$ cat config.mk
export PLATFORM = sky130hd
export DESIGN_NAME = hbm_host_bus_master
export DESIGN_NICKNAME = d
export VERILOG_FILES = /design/src/hbm_pkg.sv /design/src/hbm_host_bus_master.sv
export SDC_FILE = /design/constraint.sdc
export NUM_CORES = 1
export LEC_CHECK = 0
export ABC_AREA = 0
export CORE_UTILIZATION = 40
export CTS_CLUSTER_SIZE = 30
export DETAILED_ROUTE_END_ITERATION = 16
export DONT_BUFFER_PORTS = 1
export SYNTH_ARGS = -nofsm -noshare
export SYNTH_HDL_FRONTEND = slang
export SYNTH_SLANG_ARGS = --single-unit
$ cat constraint.sdc
create_clock -name i_clock -period 4.55 [get_ports i_clock]
set_input_delay 0.91 -clock i_clock [delete_from_list [all_inputs] [get_ports i_clock]]
set_output_delay 0.91 -clock i_clock [all_outputs]
set_load 0.1 [all_outputs]
$ cat src/hbm_pkg.sv
package hbm_pkg;
    localparam int         BURST_SHORT   = 4;
    localparam int         BURST_LONG    = 8;
    localparam int         BEAT_W        = 4;
    localparam int         PAGE_BITS     = 12;
    localparam logic [3:0] FUNC_PTR_MEM  = 4'hf;
    localparam logic       PARITY_ODD    = 1'b1;
    localparam logic [1:0] ACK_HOLDOFF   = 2'h2;
    localparam logic [31:0] AD_RESET     = 32'h0000_0000;
    localparam logic [25:0] WA_RESET     = 26'h000_0000;

    typedef enum logic [2:0] {
        ST_IDLE  = 3'b000,
        ST_REQ   = 3'b001,
        ST_ADDR  = 3'b010,
        ST_DATA  = 3'b011,
        ST_RECOV = 3'b100
    } hbm_state_t;
endpackage

$ cat src/hbm_host_bus_master.sv
module hbm_host_bus_master #(
    parameter int PAGE_BITS = hbm_pkg::PAGE_BITS
) (
    // clock and reset
    input  wire logic                  i_clock,
    input  wire logic                  i_reset,
    // transfer request from the channels
    input  wire logic                  i_xfer_req,
    input  wire logic                  i_xfer_write,
    input  wire logic                  i_xfer_long,
    input  wire logic [3:0]            i_xfer_func,
    input  wire logic [27:2]           i_xfer_addr,
    output logic                       o_xfer_busy,
    output logic                       o_xfer_done,
    // data to and from the channels
    input  wire logic [31:0]           i_wr_data,
    output logic                       o_wr_data_take,
    output logic [31:0]                o_rd_data,
    output logic                       o_rd_valid,
    output logic                       o_rd_parity_err,
    // mode settings
    input  wire logic                  i_upper_addr_user_mode,
    input  wire logic [3:0]            i_upper_addr_user_value,
    input  wire logic                  i_word_addr_timing_mode,
    input  wire logic                  i_virtual_mode,
    input  wire logic [27-PAGE_BITS:0] i_page_frame,
    // host bus pins
    output logic                       o_host_bus_request,
    input  wire logic                  i_host_bus_grant,
    input  wire logic                  i_host_bus_acknowledge,
    output logic                       o_host_addr_strobe,
    output logic                       o_host_addr_strobe_oe,
    output logic [31:0]                o_host_addr_data,
    output logic                       o_host_addr_data_oe,
    input  wire logic [31:0]           i_host_addr_data,
    output logic [3:0]                 o_host_byte_parity,
    output logic                       o_host_byte_parity_oe,
    input  wire logic [3:0]            i_host_byte_parity,
    output logic [25:0]                o_host_word_addr,
    output logic                       o_host_word_addr_oe
);
    function automatic logic [3:0] lane_par(input logic [31:0] d);
        logic [3:0] p;
        p = 4'h0;
        for (int i = 0; i < 4; i++)
            p[i] = (^d[8*i +: 8]) ^ hbm_pkg::PARITY_ODD;
        return p;
    endfunction

    hbm_pkg::hbm_state_t state_reg;
    hbm_pkg::hbm_state_t state_next;
    logic [1:0]  grant_sync_reg;
    logic [1:0]  ack_sync_reg;
    logic [31:0] ad_s1_reg;
    logic [31:0] ad_s2_reg;
    logic [3:0]  par_s1_reg;
    logic [3:0]  par_s2_reg;
    logic [25:0] base_reg;
    logic [3:0]  upper_reg;
    logic        write_reg;
    logic        long_reg;
    logic        timing_reg;
    logic [hbm_pkg::BEAT_W-1:0] beat_reg;
    logic [1:0]  holdoff_reg;

    wire         grant_s    = grant_sync_reg[1];
    // a grant still in the synchroniser from the last tenure must not start a new one
    wire         grant_ok   = grant_s && (holdoff_reg == 2'h0);
    wire         ack_hit    = ack_sync_reg[1] && (holdoff_reg == 2'h0) && (state_reg == hbm_pkg::ST_DATA);
    wire [hbm_pkg::BEAT_W-1:0] burst_len = long_reg ? hbm_pkg::BEAT_W'(hbm_pkg::BURST_LONG)
                                                    : hbm_pkg::BEAT_W'(hbm_pkg::BURST_SHORT);
    wire         last_beat  = (beat_reg == burst_len - 1'b1);
    // virtual pages keep the offset and take the frame number
    wire [25:0]  phys_addr  = i_virtual_mode
                              ? {i_page_frame, i_xfer_addr[PAGE_BITS-1:2]} : i_xfer_addr;
    wire [3:0]   upper_next = i_upper_addr_user_mode ? i_upper_addr_user_value
                                                     : i_xfer_func;
    wire [25:0]  cur_word   = base_reg + 26'(beat_reg);
    wire         drive_addr = (state_next == hbm_pkg::ST_ADDR);
    wire         drive_wr   = (state_next == hbm_pkg::ST_DATA) && write_reg;
    wire         on_bus     = drive_addr || (state_next == hbm_pkg::ST_DATA);
    wire [31:0]  ad_next    = drive_addr ? {upper_reg, base_reg, 2'b00}
                                         : i_wr_data;
    wire         wa_drive   = (state_next == hbm_pkg::ST_DATA)
                              || (drive_addr && timing_reg)
                              || (state_next == hbm_pkg::ST_RECOV);

    always_comb
    begin
        state_next = state_reg;
        case (state_reg)
            hbm_pkg::ST_IDLE:  if (i_xfer_req) state_next = hbm_pkg::ST_REQ;
            hbm_pkg::ST_REQ:   if (grant_ok) state_next = hbm_pkg::ST_ADDR;
            hbm_pkg::ST_ADDR:  state_next = hbm_pkg::ST_DATA;
            hbm_pkg::ST_DATA:  if (ack_hit && last_beat) state_next = hbm_pkg::ST_RECOV;
            hbm_pkg::ST_RECOV: state_next = hbm_pkg::ST_IDLE;
            default:           state_next = hbm_pkg::ST_IDLE;
        endcase
    end

    always_ff @(posedge i_clock)
    begin
        grant_sync_reg <= {grant_sync_reg[0], i_host_bus_grant};
        ack_sync_reg   <= {ack_sync_reg[0], i_host_bus_acknowledge};
        ad_s1_reg      <= i_host_addr_data;
        ad_s2_reg      <= ad_s1_reg;
        par_s1_reg     <= i_host_byte_parity;
        par_s2_reg     <= par_s1_reg;
    end

    always_ff @(posedge i_clock)
    begin
        if (i_reset)
        begin
            state_reg   <= hbm_pkg::ST_IDLE;
            base_reg    <= hbm_pkg::WA_RESET;
            upper_reg   <= 4'h0;
            write_reg   <= 1'b0;
            long_reg    <= 1'b0;
            timing_reg  <= 1'b0;
            beat_reg    <= '0;
            holdoff_reg <= 2'h0;
        end
        else
        begin
            state_reg <= state_next;
            if (state_reg == hbm_pkg::ST_IDLE && i_xfer_req)
            begin
                base_reg   <= phys_addr;
                upper_reg  <= upper_next;
                write_reg  <= i_xfer_write;
                long_reg   <= i_xfer_long;
                timing_reg <= i_word_addr_timing_mode;
                beat_reg   <= '0;
            end
            else if (ack_hit)
                beat_reg <= beat_reg + 1'b1;
            // a held acknowledge level must not count twice, and a new request
            // waits until the grant synchroniser has flushed
            holdoff_reg <= (ack_hit || (state_reg == hbm_pkg::ST_IDLE && i_xfer_req))
                           ? hbm_pkg::ACK_HOLDOFF
                           : (holdoff_reg != 2'h0 ? holdoff_reg - 2'h1 : 2'h0);
        end
    end

    always_ff @(posedge i_clock)
    begin
        if (i_reset)
        begin
            o_xfer_busy           <= 1'b0;
            o_xfer_done           <= 1'b0;
            o_wr_data_take        <= 1'b0;
            o_rd_data             <= hbm_pkg::AD_RESET;
            o_rd_valid            <= 1'b0;
            o_rd_parity_err       <= 1'b0;
            o_host_bus_request    <= 1'b0;
            o_host_addr_strobe    <= 1'b0;
            o_host_addr_strobe_oe <= 1'b0;
            o_host_addr_data      <= hbm_pkg::AD_RESET;
            o_host_addr_data_oe   <= 1'b0;
            o_host_byte_parity    <= 4'h0;
            o_host_byte_parity_oe <= 1'b0;
            o_host_word_addr      <= hbm_pkg::WA_RESET;
            o_host_word_addr_oe   <= 1'b0;
        end
        else
        begin
            o_xfer_busy           <= (state_next != hbm_pkg::ST_IDLE);
            o_xfer_done           <= (state_reg == hbm_pkg::ST_RECOV);
            o_wr_data_take        <= ack_hit && write_reg;
            o_rd_valid            <= ack_hit && !write_reg;
            o_rd_parity_err       <= ack_hit && !write_reg
                                     && (lane_par(ad_s2_reg) != par_s2_reg);
            if (ack_hit && !write_reg)
                o_rd_data <= ad_s2_reg;
            o_host_bus_request    <= (state_next == hbm_pkg::ST_REQ);
            o_host_addr_strobe    <= on_bus;
            o_host_addr_strobe_oe <= on_bus || (state_next == hbm_pkg::ST_RECOV);
            o_host_addr_data      <= ad_next;
            o_host_addr_data_oe   <= drive_addr || drive_wr;
            o_host_byte_parity    <= lane_par(ad_next);
            o_host_byte_parity_oe <= drive_addr || drive_wr;
            o_host_word_addr      <= (state_next == hbm_pkg::ST_RECOV) ? hbm_pkg::WA_RESET
                                     : (drive_addr ? base_reg : cur_word);
            o_host_word_addr_oe   <= wa_drive;
        end
    end

    // assertion helpers
    logic [hbm_pkg::BEAT_W-1:0] acks_seen;
    always_ff @(posedge i_clock)
    begin
        if (i_reset || state_reg == hbm_pkg::ST_ADDR)
            acks_seen <= '0;
        else if (ack_hit)
            acks_seen <= acks_seen + 1'b1;
    end
endmodule // hbm_host_bus_master

==> qor.txt <==
Placed inst area: 8090 sq um
Pwr dens: 531 nW/um^2
Delay-heaviest family, CP: simple AND/OR/NAND/NOR gates
Fmax: 387 MHz
H-tree level count: 1
Share of cells above drive strength 1: 0.0649
Die W: 143 um
Crit path DAT: 2980 ps
Final setup violation count: 0
Top cells by count, synth: dfxtp_1 (222), nand2_1 (171), a21oi_1 (100), xnor2_1 (83), nor2_1 (36)
Final antenna-violating net count: 0
Leakage power: 3.23 nW
First-pass GRT wire length: 26.6 mm
Die ar.: 20500 sq um
WP buf/inv: 0
Placed Cells incl. Taps: 1041
Synth-to-layout area growth: 10.9%
Slew Limit Fails: 0
Synth area leader: dfxtp_1
YS warnings: 0
FFs w/ async S/R, synth: 0
Distinct cells, synth: 48
Layout fillers: 1857
Setup ws final: 1970 ps
Antenna violations before repair: 3
Hold WS: 325 ps
Min Tclk post-route: 2580 ps
Drt via density: 4.95
Worst rel slew slack: 0.319
Tot Pwr: 4.69 mW
Pre-antenna DRT Iters: 4
Starting DRT DRC Count: 223
Die height: 143 um
Top post-synthesis cells by area: dfxtp_1 (56%), xnor2_1 (9.1%), nand2_1 (8.1%)
Synth Area per Inst: 9.64 sq um
Largest net degree at the start of global routing: 115
Core area: 19500 sq um
Fin Clk Skew: 11.7 ps
Final instance area: 8830 sq um
Finished Layout Cells: 1084
EDFF count, synth: 0
Longest Clk Path Bufs: 3
RSZ-0062 raised after global routing: false
I/O Pins: 233
Total track usage: 0.167
Cell area after synthesis: 7960 sq um
DP HPWL: 12.0 mm
Seq cells post-synth: 222
Cells after Synth: 826
Top cell type's share of synthesized area: 0.558
# DRC: 0
Mapped Nets: 960
Top-count cell post-synth: dfxtp_1
Worst vdd rail ir drop: 0.000335 V
TritonCTS clock tree: built
CP cell instances: or3b_4, nor3_4, a31o_1, nor2_1, mux2_4
FP Rows: 51
Crit share post-route: 0.568
CTS Hold Bufs: 0
CP Data Required Time: 4950 ps
Crit path launch type: flop
Worst slew pin tran: 1020 ps
Critical path endpoint category: flop
IO Port Bufs: 0
CTS Root Cell: clkbuf_16
Total negative slack: 0 ps
Initial Util: 0.409
Post-Route WL: 17.6 mm
Worst path slowest cell: a31o_1
Vias in the first global route: 4910
Status: finished, final reports clean
DR vias: 5369
Max Cap Viol: 0
Hold Violations, Final: 0
Post-layout util: 0.454
Sequential area share after synthesis: 0.558
TritonCTS Sinks: 222
Post_cts resized: 0
Class of the worst hold path: flop to flop
Register area: 4450 sq um
Area of the multi-input gates: 3260 sq um
Postcts setup bufs: 0
Dpl ws: 1940 ps
Worst setup path class: flop to flop
CTS buffer count: 24
Critical Path Max Stage Delay: 860 ps
Total grt overflow: 0
Clock transition at path regs: 60 ps
Clk_lat worst skew: 510 ps
Nets@finish: 936
GPL Wtd Cong: 0.745
Primary FF master, synth: dfxtp_1
Worst-path maximum fanout: 26
Wire per inst: 16.3 um
## cells by family after synthesis
group / count (synthesis) / share of synthesized area
multiplexers: 22 / 0.0283
buffers and inverters: 60 / 0.0343
adder cells (fa/ha/maj): 6 / 0.0104
AND/OR/NAND/NOR: 266 / 0.149
flip-flops: 222 / 0.558
XOR/XNOR: 99 / 0.109
AO/OA/AOI/OAI: 151 / 0.111
## final timing paths
check | startpoint | to | slack, ps | cells after the start
max | state_reg[0] | o_host_word_addr[25] | 1970 | 5
min | ad_s1_reg[29] | ad_s2_reg[29] | 330 | 0
max reg2reg | state_reg[0] | o_host_word_addr[25] | 1970 | 5
min reg2reg | ad_s1_reg[29] | ad_s2_reg[29] | 330 | 0
## metal layers
layer / up-vias / GRT usage / share of wire
met4: 2 / 0.0679 / 0.029
met5: - / 0 / 0.00074
li1: 2717 / - / -
met3: 36 / 0.0567 / 0.089
met2: 183 / 0.266 / 0.46
met1: 2431 / 0.206 / 0.43
## where the power goes
group / internal [mW] / switching, mW
Sequential: 2.06 / 0.463
Clock: 1.04 / 0.760
Combinational: 0.185 / 0.178
## placed cells by master, fill, tap and decap left out, types with 6 or more instances in the layout
| cell | instances |
|---|---|
| dfxtp_1 | 221 |
| nand2_1 | 171 |
| a21oi_1 | 100 |
| xnor2_1 | 83 |
| nor2_1 | 36 |
| clkbuf_16 | 24 |
| mux2i_1 | 21 |
| a211oi_1 | 21 |
| xor2_1 | 16 |
| nor3_1 | 9 |
| and3_1 | 8 |
| o31ai_1 | 8 |
| or4_1 | 8 |
| or3_1 | 7 |
| clkbuf_1 | 6 |
| buf_4 | 6 |
## cell type report
class,count,area share
Clock buffer,34,0.0768
Sequential cell,222,0.503
Antenna cell,2,0.000567
Clock inverter,7,0.00637
Tap cell,265,0.0375
Multi-Input combinational cell,544,0.369
Timing Repair Buffer,6,0.00510
Inverter,4,0.00170
(Power assumes the default switching activity.)
